--- src/owc_pkg.sv ---
// Constants, register map and state type for the operating mode and wake control.
// Assumes a 25 MHz system clock and a 32-bit classic Wishbone register bus.
`default_nettype none

package owc_pkg;

   // ----------------------------------------------------------------
   // Register indices (byte address is four times the index)
   // ----------------------------------------------------------------
   localparam logic [9:0] OWC_IDX_OSC_MODE = 10'h095;
   localparam logic [9:0] OWC_IDX_P1_WAKE = 10'h0c0;
   localparam logic [9:0] OWC_IDX_STATUS = 10'h0c1;

   // ----------------------------------------------------------------
   // Oscillator mode register fields
   // ----------------------------------------------------------------
   localparam int OWC_BIT_HS_STOP = 1;
   localparam int OWC_BIT_CLK_LOW = 2;
   localparam int OWC_BIT_SLEEP = 3;
   localparam int OWC_BIT_IDLE = 4;
   localparam int OWC_MODE_LSB = 3;
   localparam int OWC_MODE_MSB = 4;
   localparam logic [1:0] OWC_MODE_NORMAL = 2'h0;
   localparam logic [1:0] OWC_MODE_POWERDOWN = 2'h1;
   localparam logic [1:0] OWC_MODE_GREEN = 2'h2;

   // ----------------------------------------------------------------
   // Wake enable register and status fields
   // ----------------------------------------------------------------
   localparam int OWC_P1_PINS = 4;
   localparam int OWC_P0_PINS = 8;
   localparam int OWC_ST_RUN_BIT = 0;
   localparam int OWC_ST_GREEN_BIT = 1;
   localparam int OWC_ST_SLEEP_BIT = 2;
   localparam int OWC_ST_WARM_BIT = 3;

   // ----------------------------------------------------------------
   // Reset values
   // ----------------------------------------------------------------
   localparam logic OWC_RST_BIT = 1'b0;
   localparam logic [3:0] OWC_RST_P1_WAKE = 4'h0;
   localparam logic [31:0] OWC_RST_DATA = 32'h0000_0000;

   // ----------------------------------------------------------------
   // Cycle counts
   // ----------------------------------------------------------------
   localparam int OWC_WARMUP_HS_CLOCKS = 32;
   localparam logic [5:0] OWC_WARM_LAST = 6'(OWC_WARMUP_HS_CLOCKS - 1);
   localparam int OWC_SLOW_DIV = 4;
   localparam logic [1:0] OWC_SLOW_LAST = 2'(OWC_SLOW_DIV - 1);

   // ----------------------------------------------------------------
   // Operating states
   // ----------------------------------------------------------------
   typedef enum logic [1:0] {
      OWC_RUN,
      OWC_GREEN,
      OWC_SLEEP,
      OWC_WARM
   } owc_state_t;

endpackage

`default_nettype wire

--- src/owc_mode_wake_ctrl.sv ---
// Operating mode and wake controller: normal, slow, green and power-down.
// Assumes hs_tick and ls_tick are one-cycle pulses from logic on clk, one per
// oscillator period; port pins are asynchronous and are synchronised here.
//
// What this block does
// RULE_01 - Clock select set runs slow on low-speed RC; clear runs normal.
// RULE_02 - Slow mode leaves high-speed oscillator on until its stop bit set.
// RULE_03 - Slow mode instruction rate is low-speed RC clock divided by four.
// RULE_04 - Sleep request set enters power-down from any running mode, halting.
// RULE_05 - Power-down stops both high-speed and low-speed oscillators.
// RULE_06 - Power-down ends only on port level change, resumes in normal mode.
// RULE_07 - Leaving power-down clears the sleep request bit automatically.
// RULE_08 - Power-down wake waits 32 high-speed clocks before execution resumes.
// RULE_09 - Idle request set enters green mode; clock runs, execution halts.
// RULE_10 - Leaving green mode clears the idle request bit automatically.
// RULE_11 - Green ends on port level change or wake timer overflow.
// RULE_12 - Green wake returns to the previous mode, normal or slow.
// RULE_13 - Green wake resumes execution with no warm-up delay.
// RULE_14 - PWM timer keeps running in green but never wakes the part.
// RULE_15 - Any rising or falling edge on an enabled wake pin wakes.
// RULE_16 - First port always wakes; second port pins only when enabled.
// RULE_17 - Wake enable register bits 3..0 write-only, one per pin, reset zero.
// RULE_18 - Stopping high-speed oscillator in normal mode acts as power-down.
// RULE_19 - Firmware should stop high-speed oscillator after entering slow mode.
// RULE_20 - CPU mode field: 00 normal, 01 power-down, 10 green, 11 reserved.
// RULE_21 - High-speed stop bit stops that oscillator; low-speed RC keeps running except in power-down.
// RULE_22 - Power-down wake restarts all oscillators, then counts warm-up stalled.
`timescale 1ns/10ps
`default_nettype none

module owc_mode_wake_ctrl
   import owc_pkg::*;
(
   // Clock and reset
   input wire logic clk,
   input wire logic srst,
   // Wishbone slave
   input wire logic wb_cyc_i,
   input wire logic wb_stb_i,
   input wire logic wb_we_i,
   input wire logic [11:0] wb_adr_i,
   input wire logic [3:0] wb_sel_i,
   input wire logic [31:0] wb_dat_i,
   output logic [31:0] wb_dat_o,
   output logic wb_ack_o,
   // Wake sources
   input wire logic [OWC_P0_PINS-1:0] port0_pins,
   input wire logic [OWC_P1_PINS-1:0] port1_pins,
   input wire logic wake_timer_ovf,
   // Oscillator period pulses
   input wire logic hs_tick,
   input wire logic ls_tick,
   // Clock and execution control
   output logic hs_osc_en,
   output logic ls_osc_en,
   output logic sysclk_low_sel,
   output logic cpu_run,
   output logic cpu_step
);

   // ----------------------------------------------------------------
   // Declarations
   // ----------------------------------------------------------------
   owc_state_t state_reg;
   owc_state_t state_next;
   logic ack_reg;
   logic [31:0] rdata_reg;
   logic hs_osc_stop_reg;
   logic clock_select_low_reg;
   logic sleep_request_reg;
   logic idle_request_reg;
   logic [OWC_P1_PINS-1:0] port1_pin_wake_en;
   logic [OWC_P0_PINS-1:0] p0_s1_reg;
   logic [OWC_P0_PINS-1:0] p0_s2_reg;
   logic [OWC_P0_PINS-1:0] p0_s3_reg;
   logic [OWC_P1_PINS-1:0] p1_s1_reg;
   logic [OWC_P1_PINS-1:0] p1_s2_reg;
   logic [OWC_P1_PINS-1:0] p1_s3_reg;
   logic [OWC_P1_PINS-1:0] p1_edge;
   logic [5:0] warm_cnt_reg;
   logic [1:0] slow_div_reg;
   logic hs_osc_en_reg;
   logic ls_osc_en_reg;
   logic cpu_step_reg;
   logic bus_req;
   logic [9:0] word_idx;
   logic wr_osc_mode;
   logic wr_p1_wake;
   logic [1:0] cpu_mode_field;
   logic port_wake;
   logic slow_step;
   logic leave_sleep;
   logic leave_green;
   logic warm_done;

   // ----------------------------------------------------------------
   // Bus decode
   // ----------------------------------------------------------------
   assign bus_req = wb_cyc_i & wb_stb_i & ~ack_reg;
   assign word_idx = wb_adr_i[11:2];
   assign cpu_mode_field = wb_dat_i[OWC_MODE_MSB:OWC_MODE_LSB];

   always_comb begin
      wr_osc_mode = 1'b0;
      wr_p1_wake = 1'b0;
      if (bus_req && wb_we_i && wb_sel_i[0]) begin
         if (word_idx == OWC_IDX_OSC_MODE) begin
            wr_osc_mode = 1'b1;
         end else if (word_idx == OWC_IDX_P1_WAKE) begin
            wr_p1_wake = 1'b1;
         end
      end
   end

   // ----------------------------------------------------------------
   // Acknowledge and read data
   // ----------------------------------------------------------------
   // Single wait state answer, every address acknowledged
   always_ff @(posedge clk) begin
      if (srst) begin
         ack_reg <= 1'b0;
      end else begin
         ack_reg <= bus_req;
      end
   end

   always_ff @(posedge clk) begin
      if (srst) begin
         rdata_reg <= OWC_RST_DATA;
      end else if (bus_req && !wb_we_i) begin
         rdata_reg <= OWC_RST_DATA;
         if (word_idx == OWC_IDX_OSC_MODE) begin
            rdata_reg[OWC_BIT_HS_STOP] <= hs_osc_stop_reg;
            rdata_reg[OWC_BIT_CLK_LOW] <= clock_select_low_reg;
            rdata_reg[OWC_BIT_SLEEP] <= sleep_request_reg;
            rdata_reg[OWC_BIT_IDLE] <= idle_request_reg;
         end else if (word_idx == OWC_IDX_STATUS) begin
            rdata_reg[OWC_ST_RUN_BIT] <= (state_reg == OWC_RUN);
            rdata_reg[OWC_ST_GREEN_BIT] <= (state_reg == OWC_GREEN);
            rdata_reg[OWC_ST_SLEEP_BIT] <= (state_reg == OWC_SLEEP);
            rdata_reg[OWC_ST_WARM_BIT] <= (state_reg == OWC_WARM);
         end
      end
   end

   assign wb_ack_o = ack_reg;
   assign wb_dat_o = rdata_reg;

   // ----------------------------------------------------------------
   // Wake enable register, write-only
   // ----------------------------------------------------------------
   always_ff @(posedge clk) begin
      if (srst) begin
         port1_pin_wake_en <= OWC_RST_P1_WAKE; // [RULE_17]
      end else if (wr_p1_wake) begin
         port1_pin_wake_en <= wb_dat_i[OWC_P1_PINS-1:0]; // [RULE_17]
      end
   end

   // ----------------------------------------------------------------
   // Wake events leaving the halted states
   // ----------------------------------------------------------------
   assign leave_sleep = (state_reg == OWC_SLEEP) && port_wake;
   assign leave_green = (state_reg == OWC_GREEN) && (port_wake || wake_timer_ovf);

   // ----------------------------------------------------------------
   // Oscillator mode register
   // ----------------------------------------------------------------
   // Software write wins over the automatic clear in the same cycle
   always_ff @(posedge clk) begin
      if (srst) begin
         hs_osc_stop_reg <= OWC_RST_BIT;
         clock_select_low_reg <= OWC_RST_BIT;
      end else if (wr_osc_mode) begin
         hs_osc_stop_reg <= wb_dat_i[OWC_BIT_HS_STOP]; // [RULE_21]
         clock_select_low_reg <= wb_dat_i[OWC_BIT_CLK_LOW]; // [RULE_01]
      end else if (leave_sleep) begin
         // Resume in normal mode with the fast oscillator running
         hs_osc_stop_reg <= 1'b0; // [RULE_06]
         clock_select_low_reg <= 1'b0; // [RULE_06]
      end
   end

   always_ff @(posedge clk) begin
      if (srst) begin
         sleep_request_reg <= OWC_RST_BIT;
         idle_request_reg <= OWC_RST_BIT;
      end else if (wr_osc_mode) begin
         // Reserved code 11 leaves the field unchanged
         if (cpu_mode_field == OWC_MODE_POWERDOWN) begin
            sleep_request_reg <= 1'b1; // [RULE_20] [RULE_04]
            idle_request_reg <= 1'b0;
         end else if (cpu_mode_field == OWC_MODE_GREEN) begin
            sleep_request_reg <= 1'b0;
            idle_request_reg <= 1'b1; // [RULE_20] [RULE_09]
         end else if (cpu_mode_field == OWC_MODE_NORMAL) begin
            sleep_request_reg <= 1'b0; // [RULE_20]
            idle_request_reg <= 1'b0;
         end
      end else begin
         if (leave_sleep) begin
            sleep_request_reg <= 1'b0; // [RULE_07]
         end
         if (leave_green) begin
            idle_request_reg <= 1'b0; // [RULE_10]
         end
      end
   end

   // ----------------------------------------------------------------
   // Wake pin synchronisers and level change detect
   // ----------------------------------------------------------------
   always_ff @(posedge clk) begin
      if (srst) begin
         p0_s1_reg <= '0;
         p0_s2_reg <= '0;
         p0_s3_reg <= '0;
         p1_s1_reg <= '0;
         p1_s2_reg <= '0;
         p1_s3_reg <= '0;
      end else begin
         p0_s1_reg <= port0_pins;
         p0_s2_reg <= p0_s1_reg;
         p0_s3_reg <= p0_s2_reg;
         p1_s1_reg <= port1_pins;
         p1_s2_reg <= p1_s1_reg;
         p1_s3_reg <= p1_s2_reg;
      end
   end

   genvar gi;
   generate
      for (gi = 0; gi < OWC_P1_PINS; gi = gi + 1) begin : g_p1_wake
         // Each second-port pin gated by its own enable
         assign p1_edge[gi] = (p1_s2_reg[gi] ^ p1_s3_reg[gi]) & port1_pin_wake_en[gi]; // [RULE_16] [RULE_15]
      end
   endgenerate

   // First port always wakes, either edge direction
   assign port_wake = (|(p0_s2_reg ^ p0_s3_reg)) | (|p1_edge); // [RULE_15] [RULE_16]

   // ----------------------------------------------------------------
   // Operating state machine
   // ----------------------------------------------------------------
   assign warm_done = hs_tick && (warm_cnt_reg == OWC_WARM_LAST);

   always_comb begin
      state_next = state_reg;
      case (state_reg)
         OWC_RUN: begin
            if (sleep_request_reg) begin
               state_next = OWC_SLEEP; // [RULE_04]
            end else if (idle_request_reg) begin
               state_next = OWC_GREEN; // [RULE_09]
            end else if (hs_osc_stop_reg && !clock_select_low_reg) begin
               // No system clock left: behaves as power-down
               state_next = OWC_SLEEP; // [RULE_18]
            end
         end
         OWC_GREEN: begin
            // Only the wake timer overflow counts, not the PWM timer
            if (leave_green) begin
               state_next = OWC_RUN; // [RULE_11] [RULE_13] [RULE_14]
            end
         end
         OWC_SLEEP: begin
            // Timer overflow is ignored while powered down
            if (leave_sleep) begin
               state_next = OWC_WARM; // [RULE_06] [RULE_22]
            end
         end
         OWC_WARM: begin
            if (warm_done) begin
               state_next = OWC_RUN; // [RULE_08]
            end
         end
         default: begin
            state_next = OWC_RUN;
         end
      endcase
   end

   // ----------------------------------------------------------------
   // State register
   // ----------------------------------------------------------------
   always_ff @(posedge clk) begin
      if (srst) begin
         state_reg <= OWC_RUN;
      end else begin
         state_reg <= state_next;
      end
   end

   // ----------------------------------------------------------------
   // Warm-up counter on high-speed clocks
   // ----------------------------------------------------------------
   always_ff @(posedge clk) begin
      if (srst) begin
         warm_cnt_reg <= '0;
      end else if (state_reg != OWC_WARM) begin
         warm_cnt_reg <= '0;
      end else if (hs_tick) begin
         warm_cnt_reg <= warm_cnt_reg + 6'h01; // [RULE_08] [RULE_22]
      end
   end

   // ----------------------------------------------------------------
   // Slow mode divider on low-speed clocks
   // ----------------------------------------------------------------
   always_ff @(posedge clk) begin
      if (srst) begin
         slow_div_reg <= '0;
      end else if (state_reg == OWC_SLEEP) begin
         slow_div_reg <= '0;
      end else if (ls_tick) begin
         slow_div_reg <= slow_div_reg + 2'h1; // [RULE_03]
      end
   end

   assign slow_step = ls_tick && (slow_div_reg == OWC_SLOW_LAST); // [RULE_03]

   // ----------------------------------------------------------------
   // Oscillator and execution outputs
   // ----------------------------------------------------------------
   always_ff @(posedge clk) begin
      if (srst) begin
         hs_osc_en_reg <= 1'b1;
         ls_osc_en_reg <= 1'b1;
      end else begin
         case (state_next)
            OWC_SLEEP: begin
               hs_osc_en_reg <= 1'b0; // [RULE_05]
               ls_osc_en_reg <= 1'b0; // [RULE_05]
            end
            OWC_WARM: begin
               hs_osc_en_reg <= 1'b1; // [RULE_22]
               ls_osc_en_reg <= 1'b1; // [RULE_22]
            end
            default: begin
               // Slow mode alone does not stop the fast oscillator
               hs_osc_en_reg <= ~hs_osc_stop_reg; // [RULE_02] [RULE_21]
               ls_osc_en_reg <= 1'b1; // [RULE_21]
            end
         endcase
      end
   end

   // ----------------------------------------------------------------
   // Instruction step
   // ----------------------------------------------------------------
   // Next state gates the step, so none lands in the first halted cycle
   always_ff @(posedge clk) begin
      if (srst) begin
         cpu_step_reg <= 1'b0;
      end else if (state_next != OWC_RUN) begin
         cpu_step_reg <= 1'b0; // [RULE_09] [RULE_22]
      end else if (clock_select_low_reg) begin
         cpu_step_reg <= slow_step; // [RULE_01] [RULE_03]
      end else begin
         cpu_step_reg <= hs_tick; // [RULE_01]
      end
   end

   // Green keeps the clock select, so wake returns to the old mode
   assign sysclk_low_sel = clock_select_low_reg; // [RULE_12]
   assign cpu_run = (state_reg == OWC_RUN);
   assign hs_osc_en = hs_osc_en_reg;
   assign ls_osc_en = ls_osc_en_reg;
   assign cpu_step = cpu_step_reg;

endmodule

`default_nettype wire

--- config.mk ---
export PLATFORM = sky130hd
export DESIGN_NAME = owc_mode_wake_ctrl
export DESIGN_NICKNAME = d
export VERILOG_FILES = /design/src/owc_pkg.sv /design/src/owc_mode_wake_ctrl.sv
export SDC_FILE = /design/constraint.sdc
export NUM_CORES = 1
export LEC_CHECK = 0
export BUFFER_PORTS_ARGS = -buffer_cell sky130_fd_sc_hd__buf_4
export CAP_MARGIN = 20
export CORE_MARGIN = 3
export CORE_UTILIZATION = 46
export CTS_CLUSTER_SIZE = 24
export DETAILED_ROUTE_END_ITERATION = 8
export HOLD_SLACK_MARGIN = 0.03
export PLACE_DENSITY = 0.83
export SYNTH_ARGS = -nofsm -noshare
export SYNTH_HDL_FRONTEND = slang
export SYNTH_SLANG_ARGS = --single-unit
--- constraint.sdc ---
create_clock -name clk -period 4.75 [get_ports clk]
set_input_delay 0.475 -clock clk [delete_from_list [all_inputs] [get_ports clk]]
set_output_delay 0.475 -clock clk [all_outputs]
set_load 0.05 [all_outputs]
==> results of run 1 <==
==> through the flow <==
| stage | std cells | hold WS (ps) | util | setup slack [ps] |
|---|---|---|---|---|
| 6_report | 382 | 345 | 0.585 | 3000 |
| 5_1_grt | 382 | 332 | 0.585 | 2820 |
| 4_1_cts | 382 | 321 | 0.585 | 3010 |
| 3_5_place_dp | 366 | 420 | 0.542 | 2660 |
| 3_3_place_gp | 366 | 418 | 0.542 | 2690 |
| 2_1_floorplan | 285 | 414 | - | 2820 |
==> power groups by stage <==
| stage | combinational [mW] | clock, mW | sequential, mW |
|---|---|---|---|
| 2_1_floorplan | 0.0994 | 0 | 0.568 |
| 3_3_place_gp | 0.120 | 0 | 0.562 |
| 3_5_place_dp | 0.122 | 0 | 0.563 |
| 4_1_cts | 0.122 | 0.524 | 0.551 |
| 5_1_grt | 0.130 | 0.545 | 0.552 |
| 6_report | 0.122 | 0.506 | 0.551 |
==> synth_stat cells <==
master    number
a211oi_1       3
a21oi_1        9
a221o_1        1
a22o_1         2
a22oi_1        1
a311oi_1       1
a31oi_1        1
a32oi_1        1
buf_1          1
buf_4         27
buf_6          1
clkbuf_1       6
conb_1         1
dfxtp_1       63
ha_1           2
inv_1          5
mux2i_1        6
nand2_1        8
nand2_2        1
nand2b_1       2
nand3_1        6
nand3b_1       2
nand4_1        4
nand4b_1       2
nor2_1        20
nor2b_1       38
nor3_1         8
nor4_1         1
nor4_2         1
nor4b_4        2
o211ai_1       1
o21a_1         1
o21ai_0        6
o41ai_1        2
or2_4          1
or3_1          2
or4_1          2
or4_4          1
xnor2_1       10
xor2_1         7
==> kinds of logic after synthesis <==
family	after synthesis	share of synthesized area
compound gates	29	0.0741
mux	6	0.0236
fa+ha+maj	2	0.00981
buf+inv	40	0.102
simple gates	101	0.237
other cells	1	0.00147
flops	63	0.495
xor+xnor	17	0.0584
==> final timing paths <==
path,start,end,slack (ps)
worst max-delay path,wb_ack_o,port1_pin_wake_en[3],3000
worst min-delay path,port1_pins[0],p1_s1_reg[0],350
worst max register to register,wb_ack_o,port1_pin_wake_en[3],3000
worst min register to register,p1_s1_reg[3],p1_s2_reg[3],430
==> area by class of cell <==
type / instances / share of cell area
clock inverter: 5 / 0.0266
inverter: 5 / 0.00613
clock buffer: 11 / 0.0462
tap: 70 / 0.0286
timing repair buffer: 46 / 0.113
sequential: 63 / 0.412
multi-input combinational: 182 / 0.368
==> layer usage <==
layer / vias up / global-route usage
met5: - / 0
met4: 0 / 0.0794
met3: 11 / 0.0661
met2: 64 / 0.230
met1: 790 / 0.147
li1: 914 / -
==> results.py, run 1 <==
metrics = {
    "clock_network": {
        "ctsHoldBuffers": 0,
        "clock-sinks": 63,
        "htree_levels": 3,
        "clock_path_buffers": 2,
        "postCtsSetupBuffers": 0,
        "cts_tree": "built",
        "cts_root_buf": "clkbuf_8",
        "numCtsBuffers": 9,
        "postCtsResizedCells": 0,
        "path_clk_slew_ps": 70,
        "clkLatencyLatePin_ps": 340,
    },
    "global_routing": {
        "antenna_found_initial": 0,
        "grt_overflow": 0,
        "grt_pass1_vias": 1567,
        "grt_max_degree": 59,
        "grt_pass1_wl_um": 6780,
        "grt_usage": 0.141,
    },
    "worst_setup_path": {
        "crit_fanout": 5,
        "cp_cell_sequence": "nand3b_1, or2_4, or4_4, mux2i_1, nor2_1",
        "cp_slowest_cell": "or4_4",
        "arrival_ps": 1960,
        "crit_required_ps": 4960,
        "crit_type": "reg2reg",
        "reg2reg_depth": 5,
        "cp.depth": 5,
        "end_kind": "flip-flop",
        "cp_num_buf_inv": 0,
        "startpoint_type": "flip-flop",
        "max_stage_delay_ps": 540,
        "path_delay_family": "simple AND/OR/NAND/NOR gates",
    },
    "route": {
        "route.met2.wl_um": 2000,
        "wl_met3_um": 397,
        "wirelength_um": 4260,
        "vias_per_cell": 4.66,
        "vias": 1779,
        "wl_per_cell_um": 11.1,
        "drc": 0,
        "routedLengthMet1_um": 1780,
        "firstDrtPassIters": 4,
        "drtIter0Drc": 69,
        "highest_layer": "met4",
        "drtAntennaViolNets": 0,
    },
    "final_layout": {
        "layout_commonest_cell": "dfxtp_1",
        "fillers": 466,
        "nNetsFinal": 377,
        "multi_input_area_um2": 1130,
        "layout.cells.most_common_list": "dfxtp_1, buf_4, nor2b_1",
        "drive_gt1_frac": 0.215,
        "diodes": 0,
        "final_cell_area_um2": 3060,
        "regArea_um2": 1260,
        "syn_to_final_growth_pct": 20.1,
    },
    "placed_design": {
        "hpwl_um": 3040,
        "portBuffers": 46,
        "gp_congestion": 0.846,
        "placed_cell_area_um2": 2840,
    },
    "pwr": {
        "p_clk_frac": 0.430,
        "power_density_nw_per_um2": 385,
        "p_seq_frac": 0.467,
        "vdd_drop_max_mv": 0.243,
        "power_mw": 1.18,
        "switchingPower_uw": 286,
        "p_sw_frac": 0.242,
        "comb_power_share": 0.104,
        "p_leak_nw": 1.27,
        "intPower_uw": 894,
    },
    "sta": {
        "finalSetupViolCount": 0,
        "tightestPinTransition_ps": 587,
        "fin_setup_tns_ps": 0,
        "hold_violations": 0,
        "fmax_ghz": 0.571,
        "fin_skew_ps": 6.13,
        "slew_viol_final": 0,
        "fin_crit_ps": 1750,
        "period_share": 0.369,
        "slew_headroom": 0.604,
        "rsz0062_at_grt": "no",
    },
    "flow_run": {
        "cap_violations": 0,
    },
    "min_path": {
        "min_path_type": "in2reg",
        "whs_path_depth": 2,
    },
    "floorplanning": {
        "initial_core_util": 0.487,
        "die_h_um": 80.5,
        "ios": 106,
        "die-area_um2": 6470,
        "die_w_um": 80.5,
        "rows": 26,
        "core_um2": 5240,
    },
    "yosys": {
        "synth_top_cell_by_area": "dfxtp_1",
        "synth.area.top_cells": "dfxtp_1, nor2b_1, buf_4, xnor2_1, nor2_1",
        "synth-seq-cells": 63,
        "synthesis.area_um2": 2550,
        "avgSynthCellArea_um2": 9.85,
        "synth.distinct_cells": 40,
        "yosysWarnings": 0,
        "yosysSeqAreaShare": 0.495,
        "synth_top_area_frac": 0.495,
        "syn-instance-count": 259,
    },
    "run_status": {
        "status": "finished clean",
    },
}
Note: power is estimated with default switching activity, not from simulation.
==> run 2, diff against run 1 <==
- ABC_AREA: not set -> 1
- CORE_UTILIZATION: 46 -> 44
- PLACE_DENSITY: 0.83 -> 0.82
- clock period: 4.75 -> 1.4 ns (I/O delays scaled with it)
==> run 2 against run 1 <==
The flow now finishes with violations (negative setup slack). Sequential cell count is the same. Total power rose to 3.8 times the previous value. Clock skew grew 4.2 ps. First-iteration DRC count is 2.9% higher. Maximum frequency is 22% higher. Global-route usage is 1.2 points higher. Highest routed layer unchanged. Die area increased by 12%. Synthesized cell count up 43%.
==> results.py, run 2 <==
metrics = {
    "route": {
        "drtAntennaViolNets": 0,
        "wl_per_cell_um": 10.3,
        "firstDrtPassIters": 4,
        "wirelength_um": 5410,
        "vias_per_cell": 4.48,
        "vias": 2354,
        "drc": 0,
        "drtIter0Drc": 71,
    },
    "global_routing": {
        "globalRouteMet3Util": 0.0408,
        "grtUsageMet1": 0.167,
        "grt_overflow": 0,
        "grt_max_degree": 25,
        "use_met2": 0.275,
        "antenna_found_initial": 0,
        "top_usage_layer": "met2",
        "grt_pass1_wl_um": 8940,
        "grt_usage": 0.152,
        "grt_pass1_vias": 2180,
    },
    "clock_network": {
        "numCtsBuffers": 9,
        "clkLatencyLatePin_ps": 340,
        "cts_root_buf": "clkbuf_8",
        "path_clk_slew_ps": 70,
        "htree_levels": 3,
        "clock_path_buffers": 2,
        "clock-sinks": 63,
        "cts_tree": "built",
    },
    "sta": {
        "finalSetupViolCount": 2,
        "fin_crit_ps": 1440,
        "fin_ws_ps": -37.9,
        "slew_viol_final": 0,
        "fin_skew_ps": 10.3,
        "fmax_ghz": 0.695,
        "rsz0062_at_grt": "yes",
        "period_share": 1.03,
        "hold_violations": 0,
    },
    "final_layout": {
        "final_cell_area_um2": 3590,
        "diodes": 0,
        "fin_util": 0.600,
        "layout.cells.most_common_list": "inv_1, buf_4, nand2_1",
        "layout_commonest_cell": "inv_1",
        "syn_to_final_growth_pct": 31.0,
        "nNetsFinal": 515,
        "drive_gt1_frac": 0.284,
    },
    "yosys": {
        "yosysSeqAreaShare": 0.460,
        "synth_top_cell_by_area": "dfxtp_1",
        "synth-seq-cells": 63,
        "synthArstFlopShare": 0,
        "synthesis.area_um2": 2740,
        "syn-instance-count": 370,
        "avgSynthCellArea_um2": 7.42,
        "synth.area.top_cells": "dfxtp_1, inv_1, nand2_1, nor2_1, buf_4",
        "synth-edff-count": 0,
        "synth.distinct_cells": 32,
        "synthTopCellsByCount": "inv_1, dfxtp_1, nand2_1, nor2_1, buf_4",
        "synth_top_area_frac": 0.460,
        "synthMostInstantiatedCell": "inv_1",
        "yosysWarnings": 0,
        "synth_ff_type": "dfxtp_1",
    },
    "worst_setup_path": {
        "crit_type": "reg2reg",
        "crit_required_ps": 1630,
        "startpoint_type": "flip-flop",
        "arrival_ps": 1670,
        "crit_fanout": 3,
        "end_kind": "flip-flop",
    },
    "run_status": {
        "violations": "negative setup slack",
        "status": "complete, but fails checks",
    },
    "floorplanning": {
        "core_um2": 5990,
        "rows": 28,
        "die-area_um2": 7220,
        "die_h_um": 85.0,
        "die_w_um": 85.0,
        "initial_core_util": 0.458,
        "ios": 106,
    },
    "placed_design": {
        "portBuffers": 46,
        "hpwl_um": 3800,
        "placed_cell_area_um2": 3130,
        "gp_congestion": 0.856,
    },
    "pwr": {
        "p_leak_nw": 1.75,
        "power_mw": 4.45,
        "power_density_nw_per_um2": 1240,
        "vdd_drop_max_mv": 0.934,
    },
    "flow_run": {
        "cap_violations": 0,
    },
    "min_path": {
        "min_path_type": "in2reg",
    },
}
run 2: cell count changes in the layout (fill, tap and decap cells not counted), moves of 17 or more:
cell     change
dfxtp_1     -17
dfxtp_2     +17
nor2b_1     -38
nand2_1     +49
inv_1       +65
nor2_1      +33
run 2: per-layer routing:
| metal | up-vias | share of wire | wire [um] |
|---|---|---|---|
| met2 | 67 | 0.54 | 2940 |
| li1 | 1216 | - | - |
| met1 | 1062 | 0.39 | 2100 |
| met4 | 0 | 0.013 | 72 |
| met5 | - | 0 | 0 |
| met3 | 9 | 0.055 | 295 |
run 2: area by class of cell:
type,instances,area [um^2]
Tap cell,75,93.8
Clock inverter,5,56.3
Inverter,77,294
Clock buffer,11,141
Multi-Input combinational cell,223,1160
Sequential cell,63,1280
Timing Repair Buffer,71,563
Fill cell,522,2400
run 2: what timing repair did:
| item | CTS | global route |
|---|---|---|
| hold endpoints to repair | 12 | 0 |
| buffers inserted | 2 | 3 |
| pin swaps | 9 | 16 |
| gates resized for setup | 18 | 25 |
| hold buffers | 12 | 0 |
| setup endpoints to repair | 5 | 12 |
run 2: cell families (layout without fill, tap and decap cells):
logic type / count (synthesis) / count (layout) / share of synthesized area
simple gates: 160 / 160 / 0.266
flops: 63 / 63 / 0.460
fa+ha+maj: 2 / 2 / 0.00912
xor+xnor: 1 / 1 / 0.00319
buf+inv: 110 / 164 / 0.189
other cells: 1 / 27 / 0.00137
mux: 1 / 1 / 0.00365
compound gates: 32 / 32 / 0.0679
run 2: worst paths after layout:
check / startpoint / to / slack, ps / depth (start not counted)
setup / recovery: p1_s3_reg[2] / state_reg[0] / -40 / 9
hold / removal: wb_dat_i[0] / port1_pin_wake_en[0] / 50 / 3
setup reg to reg: p1_s3_reg[2] / state_reg[0] / -40 / 9
hold reg to reg: p0_s1_reg[7] / p0_s2_reg[7] / 390 / 2
run 2: worst max-delay path, cell delays in order, from the launching register on:
cell and delay [ps]:
dfxtp_2 320, or2_4 240, nand3_2 60, nand2_2 60, nor2_2 120, nand2_2 110
a21boi_4 190, nand3_2 120, nand2_2 80, inv_2 30
run 2: through the flow:
step / setup slack (ps) / instances / setup TNS (ps) / hold WS, ps
after global placement: -23.4 / 492 / -23.4 / 340
final: -37.9 / 525 / -59.4 / 49.3
after floorplan: 31.8 / 396 / 0 / 247
after global routing: -135 / 525 / -671 / 49.1
after detailed placement: -120 / 492 / -363 / 346
after CTS: -21.0 / 522 / -21.0 / 31.4
run 2: power by group:
| part | leakage [nW] | internal, mW | switching (mW) | total, mW |
|---|---|---|---|---|
| Combinational | 1.13 | 0.308 | 0.628 | 0.936 |
| Sequential | 0.523 | 1.90 | 0.0685 | 1.97 |
| Clock | 0.0997 | 0.870 | 0.676 | 1.55 |
